==> src/fsl_defs.vh <==
// fault status and log constants
`ifndef FSL_DEFS_VH
`define FSL_DEFS_VH
`define FSL_F_BOX_TEMP     16'h0001
`define FSL_F_BENCH_TEMP   16'h0002
`define FSL_F_PRESSURE     16'h0004
`define FSL_F_SERIAL       16'h0008
`define FSL_F_LOOP         16'h0010
`define FSL_F_CONFIG       16'h0080
`define FSL_F_ZERO_FILTER  16'h0100
`define FSL_F_GAIN         16'h0200
`define FSL_F_CONVERTER    16'h0400
`define FSL_F_ZONE_FLOW    16'h0800
`define FSL_F_PURGE_FLOW   16'h1000
`define FSL_F_OVER_RANGE   16'h2000
`define FSL_F_ZERO_VOLT    16'h4000
`define FSL_F_CLIPPING     16'h8000
`define FSL_F_VALID_MASK   16'hFF9F
`define FSL_LOG_DEPTH      20
`define FSL_LOG_AW         5
`define FSL_ZONES          16
`define FSL_ZW             4
`define FSL_TS_W           32
`define FSL_REC_W          48
`define FSL_A_FAULT        4'h0
`define FSL_A_IRQ_STAT     4'h1
`define FSL_A_IRQ_MASK     4'h2
`define FSL_A_CTRL         4'h3
`define FSL_A_LOG_CNT      4'h4
`define FSL_A_LOG_SEL      4'h5
`define FSL_A_LOG_FLAGS    4'h6
`define FSL_A_LOG_TIME     4'h7
`define FSL_A_ZONE_FLOW    4'h8
`define FSL_CTRL_RST       8'h03
`define FSL_IRQ_SET        2'd0
`define FSL_IRQ_CLR        2'd1
`define FSL_CTRL_RELAY_EN  0
`define FSL_CTRL_AUDIO_EN  1
`define FSL_CTRL_LOG_VIEW  2
`define FSL_WIPE_BEEPS     2
`endif

==> src/fsl_fault_status.v <==
// fault word, indicator outputs, registers and log control
//
// Local design decisions: strobed register access and the register offsets.
`include "fsl_defs.vh"
`default_nettype none
// Functional notes
// - zone no flow sets 0800, purge no flow sets 1000, purge no flow critical
// - clipping 8000, zero voltage tolerance 4000, over range 2000
// - zero filter 0100, gain out of range 0200, converter 0400
// - enclosure temp 0001, bench temp 0002, manifold pressure 0004
// - serial error 0008, open loop 0010, configuration mismatch 0080
// - loop fault only when dual loop option fitted and a loop is open
// - over range when any zone concentration exceeds measurement range
// - zone fault clears only when that zone is sampled again
// - indicator and relays drop once no fault remains
// - log keeps the latest 20 records
// - log record on every fault status change, set or clear
// - record holds all fault flags plus detection time stamp
// - enter with right while viewing log empties the log
// - up and down held through power-up to second beep wipes all
// - fault code is the OR of all asserted fault bits
// - any fault lights indicator and enabled relay and audible alarm
module fsl_fault_status (
  input  wire                     i_mclk,
  input  wire                     i_nrst,
  input  wire [`FSL_ZW-1:0]       i_zone_idx,
  input  wire                     i_zone_sample,
  input  wire                     i_zone_no_flow,
  input  wire [`FSL_ZONES-1:0]    i_zone_over_range,
  input  wire                     i_purge_no_flow,
  input  wire                     i_clipping,
  input  wire                     i_zero_voltage_tolerance_fault,
  input  wire                     i_zero_filter,
  input  wire                     i_gain_range,
  input  wire                     i_converter_fault,
  input  wire                     i_box_temp,
  input  wire                     i_bench_temp,
  input  wire                     i_pressure,
  input  wire                     i_serial_err,
  input  wire                     i_loop_option,
  input  wire [1:0]               i_loop_open,
  input  wire                     i_config_err,
  input  wire [`FSL_TS_W-1:0]     i_timestamp,
  input  wire                     i_key_enter,
  input  wire                     i_key_right,
  input  wire                     i_key_up,
  input  wire                     i_key_down,
  input  wire                     i_powerup_beep,
  input  wire [3:0]               i_addr,
  input  wire [31:0]              i_wdata,
  input  wire                     i_wr,
  input  wire                     i_rd,
  output reg  [31:0]              o_rdata,
  output reg  [15:0]              o_fault_code,
  output reg                      o_fault_led,
  output reg                      o_fault_relay,
  output reg                      o_audible,
  output reg                      o_factory_wipe,
  output wire                     o_irq
);
  // ****************************************
  // state
  // ****************************************
  reg  [`FSL_ZONES-1:0] zone_flow_r;
  reg  [`FSL_ZONES-1:0] zone_flow_nxt;
  reg  [15:0]           fault_nxt;
  reg  [15:0]           prev_code_r;
  reg  [1:0]            irq_stat_r;
  reg  [1:0]            irq_mask_r;
  reg  [7:0]            ctrl_r;
  reg  [`FSL_LOG_AW-1:0] log_sel_r;
  reg                   boot_r;
  reg  [1:0]            beep_cnt_r;
  reg                   log_clr_r;
  reg                   log_wr_r;
  wire [`FSL_REC_W-1:0] log_rec;
  wire [`FSL_LOG_AW-1:0] log_count;
  wire                  code_change;
  wire                  clear_keys;
  wire                  log_clear;

  // ****************************************
  // fault word assembly
  // ****************************************
  function [15:0] bit_if;
    input        c;
    input [15:0] b;
    begin
      bit_if = c ? b : 16'h0000;
    end
  endfunction

  always @* begin
    zone_flow_nxt = zone_flow_r;
    if (i_zone_sample)
      zone_flow_nxt[i_zone_idx] = i_zone_no_flow;
    fault_nxt = bit_if(|zone_flow_r, `FSL_F_ZONE_FLOW)
      | bit_if(i_purge_no_flow, `FSL_F_PURGE_FLOW)
      | bit_if(i_clipping, `FSL_F_CLIPPING)
      | bit_if(i_zero_voltage_tolerance_fault, `FSL_F_ZERO_VOLT)
      | bit_if(|i_zone_over_range, `FSL_F_OVER_RANGE)
      | bit_if(i_zero_filter, `FSL_F_ZERO_FILTER)
      | bit_if(i_gain_range, `FSL_F_GAIN)
      | bit_if(i_converter_fault, `FSL_F_CONVERTER)
      | bit_if(i_box_temp, `FSL_F_BOX_TEMP)
      | bit_if(i_bench_temp, `FSL_F_BENCH_TEMP)
      | bit_if(i_pressure, `FSL_F_PRESSURE)
      | bit_if(i_serial_err, `FSL_F_SERIAL)
      | bit_if(i_loop_option & (|i_loop_open), `FSL_F_LOOP)
      | bit_if(i_config_err, `FSL_F_CONFIG);
    fault_nxt = fault_nxt & `FSL_F_VALID_MASK;
  end

  assign code_change = (o_fault_code != prev_code_r);
  assign clear_keys  = ctrl_r[`FSL_CTRL_LOG_VIEW] & i_key_enter & i_key_right;
  assign log_clear   = log_clr_r | o_factory_wipe;

  // ****************************************
  // fault word, indicators, wipe
  // ****************************************
  always @(posedge i_mclk or negedge i_nrst) begin
    if (!i_nrst) begin
      zone_flow_r    <= {`FSL_ZONES{1'b0}};
      o_fault_code   <= 16'h0000;
      prev_code_r    <= 16'h0000;
      o_fault_led    <= 1'b0;
      o_fault_relay  <= 1'b0;
      o_audible      <= 1'b0;
      boot_r         <= 1'b1;
      beep_cnt_r     <= 2'd0;
      o_factory_wipe <= 1'b0;
      log_clr_r      <= 1'b0;
      log_wr_r       <= 1'b0;
    end else begin
      o_factory_wipe <= 1'b0;
      // keys must be held from power-up through the second beep
      if (boot_r) begin
        if (!(i_key_up & i_key_down)) begin
          boot_r <= 1'b0;
        end else if (i_powerup_beep) begin
          beep_cnt_r <= beep_cnt_r + 2'd1;
          if (beep_cnt_r + 2'd1 == `FSL_WIPE_BEEPS) begin
            o_factory_wipe <= 1'b1;
            boot_r         <= 1'b0;
          end
        end
      end
      if (o_factory_wipe) begin
        zone_flow_r  <= {`FSL_ZONES{1'b0}};
        o_fault_code <= 16'h0000;
        prev_code_r  <= 16'h0000;
      end else begin
        zone_flow_r  <= zone_flow_nxt;
        o_fault_code <= fault_nxt;
        prev_code_r  <= o_fault_code;
      end
      log_wr_r <= code_change & ~o_factory_wipe;
      log_clr_r <= clear_keys;
      o_fault_led   <= |o_fault_code;
      o_fault_relay <= (|o_fault_code) & ctrl_r[`FSL_CTRL_RELAY_EN];
      o_audible     <= (|o_fault_code) & ctrl_r[`FSL_CTRL_AUDIO_EN];
    end
  end

  // ****************************************
  // log
  // ****************************************
  fsl_log_mem u_log (
    .i_mclk  (i_mclk),
    .i_nrst  (i_nrst),
    .i_clear (log_clear),
    .i_wr    (log_wr_r),
    .i_rec   ({o_fault_code, i_timestamp}),
    .i_sel   (log_sel_r),
    .o_rec   (log_rec),
    .o_count (log_count)
  );

  // ****************************************
  // register port and interrupts
  // ****************************************
  assign o_irq = |(irq_stat_r & irq_mask_r);

  always @(posedge i_mclk or negedge i_nrst) begin
    if (!i_nrst) begin
      irq_stat_r <= 2'b00;
      irq_mask_r <= 2'b00;
      ctrl_r     <= `FSL_CTRL_RST;
      log_sel_r  <= {`FSL_LOG_AW{1'b0}};
      o_rdata    <= 32'h0000_0000;
    end else begin
      // hardware set wins over write-one clear
      if (i_wr && i_addr == `FSL_A_IRQ_STAT)
        irq_stat_r <= (irq_stat_r & ~i_wdata[1:0]) |
                      {log_wr_r & ~(|o_fault_code), log_wr_r & (|o_fault_code)};
      else
        irq_stat_r <= irq_stat_r |
                      {log_wr_r & ~(|o_fault_code), log_wr_r & (|o_fault_code)};
      if (i_wr) begin
        case (i_addr)
          `FSL_A_IRQ_MASK: irq_mask_r <= i_wdata[1:0];
          `FSL_A_CTRL:     ctrl_r     <= i_wdata[7:0];
          `FSL_A_LOG_SEL:  log_sel_r  <= i_wdata[`FSL_LOG_AW-1:0];
          default: ;
        endcase
      end
      o_rdata <= 32'h0000_0000;
      if (i_rd) begin
        case (i_addr)
          `FSL_A_FAULT:     o_rdata <= {16'h0000, o_fault_code};
          `FSL_A_IRQ_STAT:  o_rdata <= {30'd0, irq_stat_r};
          `FSL_A_IRQ_MASK:  o_rdata <= {30'd0, irq_mask_r};
          `FSL_A_CTRL:      o_rdata <= {24'd0, ctrl_r};
          `FSL_A_LOG_CNT:   o_rdata <= {27'd0, log_count};
          `FSL_A_LOG_SEL:   o_rdata <= {27'd0, log_sel_r};
          `FSL_A_LOG_FLAGS: o_rdata <= {16'h0000, log_rec[`FSL_REC_W-1:`FSL_TS_W]};
          `FSL_A_LOG_TIME:  o_rdata <= log_rec[`FSL_TS_W-1:0];
          `FSL_A_ZONE_FLOW: o_rdata <= {16'h0000, zone_flow_r};
          default:          o_rdata <= 32'h0000_0000;
        endcase
      end
      // factory wipe also returns settings and events to their reset state
      if (o_factory_wipe) begin
        irq_stat_r <= 2'b00;
        irq_mask_r <= 2'b00;
        ctrl_r     <= `FSL_CTRL_RST;
        log_sel_r  <= {`FSL_LOG_AW{1'b0}};
      end
    end
  end
endmodule
`default_nettype wire

==> src/fsl_log_mem.v <==
// circular fault log storage
`include "fsl_defs.vh"
`default_nettype none
module fsl_log_mem (
  input  wire                        i_mclk,
  input  wire                        i_nrst,
  input  wire                        i_clear,
  input  wire                        i_wr,
  input  wire [`FSL_REC_W-1:0]       i_rec,
  input  wire [`FSL_LOG_AW-1:0]      i_sel,
  output reg  [`FSL_REC_W-1:0]       o_rec,
  output reg  [`FSL_LOG_AW-1:0]      o_count
);
  reg [`FSL_REC_W-1:0]  mem [0:`FSL_LOG_DEPTH-1];
  reg [`FSL_LOG_AW-1:0] wr_ptr_r;
  reg [`FSL_LOG_AW-1:0] rd_idx;
  localparam [`FSL_LOG_AW-1:0] DEPTH_N  = `FSL_LOG_DEPTH;
  localparam [`FSL_LOG_AW:0]   DEPTH_M1 = `FSL_LOG_DEPTH - 1;

  function [`FSL_LOG_AW-1:0] wrap_idx;
    input [`FSL_LOG_AW:0] v;
    begin
      if (v >= `FSL_LOG_DEPTH)
        wrap_idx = v[`FSL_LOG_AW-1:0] - DEPTH_N;
      else
        wrap_idx = v[`FSL_LOG_AW-1:0];
    end
  endfunction

  // sel 0 is newest record
  always @* begin
    rd_idx = wrap_idx({1'b0, wr_ptr_r} + DEPTH_M1 - {1'b0, i_sel});
  end

  always @(posedge i_mclk or negedge i_nrst) begin
    if (!i_nrst) begin
      wr_ptr_r <= {`FSL_LOG_AW{1'b0}};
      o_count  <= {`FSL_LOG_AW{1'b0}};
      o_rec    <= {`FSL_REC_W{1'b0}};
    end else begin
      if (i_clear) begin
        wr_ptr_r <= {`FSL_LOG_AW{1'b0}};
        o_count  <= {`FSL_LOG_AW{1'b0}};
      end else if (i_wr) begin
        mem[wr_ptr_r] <= i_rec;
        wr_ptr_r <= wrap_idx({1'b0, wr_ptr_r} + 1'b1);
        if (o_count != `FSL_LOG_DEPTH)
          o_count <= o_count + 1'b1;
      end
      if (i_sel < o_count)
        o_rec <= mem[rd_idx];
      else
        o_rec <= {`FSL_REC_W{1'b0}};
    end
  end
endmodule
`default_nettype wire

==> config.mk <==
export PLATFORM = sky130hd
export DESIGN_NAME = fsl_fault_status
export DESIGN_NICKNAME = d
export VERILOG_FILES = /design/src/fsl_fault_status.v /design/src/fsl_log_mem.v
export VERILOG_INCLUDE_DIRS = /design/src
export SDC_FILE = /design/constraint.sdc
export NUM_CORES = 1
export LEC_CHECK = 0
export BUFFER_PORTS_ARGS = -buffer_cell sky130_fd_sc_hd__buf_2
export CAP_MARGIN = 5
export CORE_UTILIZATION = 61
export DETAILED_ROUTE_END_ITERATION = 7
export PLACE_DENSITY = 0.79
export SLEW_MARGIN = 25
export SYNTH_ARGS = -nofsm -noshare
export SYNTH_HDL_FRONTEND = slang
export SYNTH_SLANG_ARGS = --single-unit
==> constraint.sdc <==
create_clock -name i_mclk -period 3.9 [get_ports i_mclk]
set_input_delay 0.78 -clock i_mclk [delete_from_list [all_inputs] [get_ports i_mclk]]
set_output_delay 0.78 -clock i_mclk [all_outputs]
set_load 0.02 [all_outputs]
==> out/qor.yml <==
r2r_end: "u_log.o_rec[18]"
avgRoutedWirePerCell_um: 31.76
clkTransAtPathRegs_ns: 0.06
routed_wl_um: 101900
viasPerCell: 6.781
rr_startpoint: "log_sel_r[1]"
cts_max_level: 3
period_needed_ns: 3.748
ioPinCount: 166
finalSetupViolCount: 0
drv_slew: 0
finClkSkew_ns: 0.02925
async_flop_share_pct: 14.66
wl_met1_um: 36160
die_y_um: 263.4
synth_enable_flop_cells: 920
met2_length_um: 51070
cts.sinks: 1078
area_growth_syn_to_layout_pct: 13.83
synth_cells: 2032
rsz0062_at_grt: "no"
clkLatencyLatePin_ns: 0.68
rrSetupSlack_ns: 0.15
fin_crit_sh_pct: 96.11
tightest_slew_ns: 1.077
topRoutingLayerUsed: "met5"
place_inst: 3006
grt_antenna_before_repair: 7
die-width_um: 263.4
finalSetupTns_ns: 0
cts_tree: "done"
hold_ws_ns: 0.2160
synthesis.area_per_instance_sq_um: 20.52
grt_overflow: 0
routed-via-count: 21750
required_ns: 4.41
dieArea_sq_um: 69400
grt_start_max_net_pins: 135
p_per_area_nw_per_um2: 922.6
fin_cells: 3208
initial_core_util_pct: 61.86
utilization_pct: 70.42
grt_pass1_wl_um: 146200
critical_path.max_fanout: 20
clk_path_buf_depth: 3
core_sq_um: 67400
cts-root-buf: "clkbuf_16"
crit_path_end_kind: "register"
drt_iter0_markers: 3035
startpoint_type: "register"
hold_path.class: "primary input to async pin"
max_slew_margin_pct: 28.21
ys_warn_count: 0
drv_cap: 0
gpl.final_weighted_congestion: 0.9013
nets: 2382
synth_cell_types: 63
drc_errors: 0
r2r_cells: 15
grtUsageTotal_pct: 29.43
power_leakage_nw: 16.28
ant_nets: 0
finalHoldViolations: 0
port_buffers: 139
path_class: "register to register"
cp.arrival_ns: 4.26
synth-seq-cells: 1078
ys_seq_area_share_pct: 75.75
outcome: "finished clean"
num_rows: 95
wl_met3_um: 10300
max_freq_mhz: 266.8
synth_ff_type: "edfxtp_1"
grt_pass1_vias: 22360
vdd_drop_max_uv: 1394
layout-drive-gt1-share_pct: 27.71
numCtsBuffers: 102
dp.final_hpwl_um: 50190
syn_area_sq_um: 41690
first_pass_iters: 7
-- state kept, by name, summed over array words and instances (netlist names), 2 cells and up --
name,flops
o_rdata,32
u_log.wr_ptr_r,5
irq_stat_r,2
zone_flow_r,16
ctrl_r,8
log_sel_r,5
irq_mask_r,2
u_log.o_count,5
prev_code_r,14
u_log.o_rec,46
beep_cnt_r,2
o_fault_code,14
u_log.mem,920
-- repair_timing --
item,4_1_cts,5_1_grt
hold buffers,0,0
resized for setup,0,11
buffers inserted,1,3
cloned,0,2
setup endpoints to repair,7,36
pin swaps,1,2
hold endpoints to repair,0,0
-- report_power, final --
part	total (mW)	internal (mW)	switching, mW
Clock	10.2	5.92	4.26
Sequential	14.3	13.7	0.592
Combinational	19.3	8.74	10.6
Total	43.8	28.4	15.4
-- cell usage in the layout, fill, tap and decap left out, types with 21 or more instances in the layout --
cell type,count
mux4_2,231
nand2_1,83
nor2_1,52
buf_2,138
inv_1,27
mux2i_1,111
clkbuf_1,28
a21oi_1,36
and2_1,24
nor2b_1,27
edfxtp_1,920
buf_12,21
buf_4,41
clkbuf_16,106
ha_1,23
o221ai_1,45
dfrtp_1,154
-- metal layers --
metal	global-route usage, %	up-vias
met4	13.01	6
met5	0	-
met2	48.35	1496
li1	-	8705
met3	5.715	271
met1	38.79	11280
-- final cells by class --
class,instances,area (sq um)
Fill cell,3824,19940
Tap cell,873,1092
Sequential cell,1078,31590
Inverter,27,101.3
Multi-Input combinational cell,827,9643
Clock buffer,149,2942
Timing Repair Buffer,207,1548
Clock inverter,43,539.3
Antenna cell,4,10.01
-- per-stage QoR --
step                      power [mW]  setup WS, ns  cell area (sq um)
after detailed placement       32.07       0.03046              43840
after CTS                      42.70       0.03054              47330
after global routing           45.21       0.05384              47460
after floorplan                27.96        0.3922              41700
final                          43.79        0.1518              47460
after global placement         31.54        0.1653              43840
-- how the worst max path moves through the flow --
stage | startpoint | endpoint | slack (ns) | cells past startpoint
after floorplan | o_factory_wipe | u_log.mem[15][0] | 0.39 | 5
after global placement | log_sel_r[1] | u_log.o_rec[18] | 0.17 | 14
after detailed placement | log_sel_r[1] | u_log.o_rec[12] | 0.03 | 14
after CTS | log_sel_r[1] | u_log.o_rec[3] | 0.03 | 15
after global routing | log_sel_r[1] | u_log.o_rec[18] | 0.05 | 15
final | log_sel_r[1] | u_log.o_rec[18] | 0.15 | 15
-- worst max-delay path, stage by stage (launching register included) --
cell	delay (ns)
dfrtp_1	0.40
inv_1	0.06
ha_1	0.32
ha_4	0.18
fa_2	0.42
xor2_2	0.20
inv_1	0.09
ha_1	0.24
a21boi_0	0.16
o32ai_2	0.29
buf_4	0.20
xnor2_4	0.16
buf_8	0.20
buf_16	0.21
mux2i_2	0.27
o221ai_1	0.15
-- Yosys cell counts, types with 5 or more instances --
master / count / area (sq um)
nor2_1: 72 / 270.3
or3_1: 5 / 31.28
xnor2_1: 11 / 96.34
mux4_2: 231 / 5202
o21ai_0: 12 / 60.06
a21oi_1: 36 / 180.2
and3_1: 8 / 50.05
buf_12: 6 / 120.1
a22oi_1: 5 / 37.54
nor4_1: 14 / 87.58
o221ai_1: 46 / 402.9
a222oi_1: 15 / 150.1
dfrtp_1: 155 / 3879
nand4_1: 7 / 43.79
nand2_1: 83 / 311.6
mux2i_1: 114 / 1141
and2_1: 24 / 150.1
nand3_1: 15 / 75.07
inv_1: 27 / 101.4
nor3_1: 13 / 65.06
clkbuf_1: 56 / 210.2
xor2_1: 13 / 113.9
nor2b_1: 27 / 168.9
buf_2: 25 / 125.1
ha_1: 25 / 312.8
edfxtp_1: 920 / 27630
-- kinds of logic after synthesis --
group                    Yosys count  share of synthesized area, %
flip-flops                      1078                         75.75
buffers and inverters            128                         1.653
AO/OA/AOI/OAI                    144                         2.674
XOR/XNOR                          25                        0.5432
other                              1                      0.008994
multiplexers                     345                         15.21
AND/OR/NAND/NOR                  285                         3.355
adder cells (fa/ha/maj)           26                        0.7982
(Power assumes the default switching activity.)
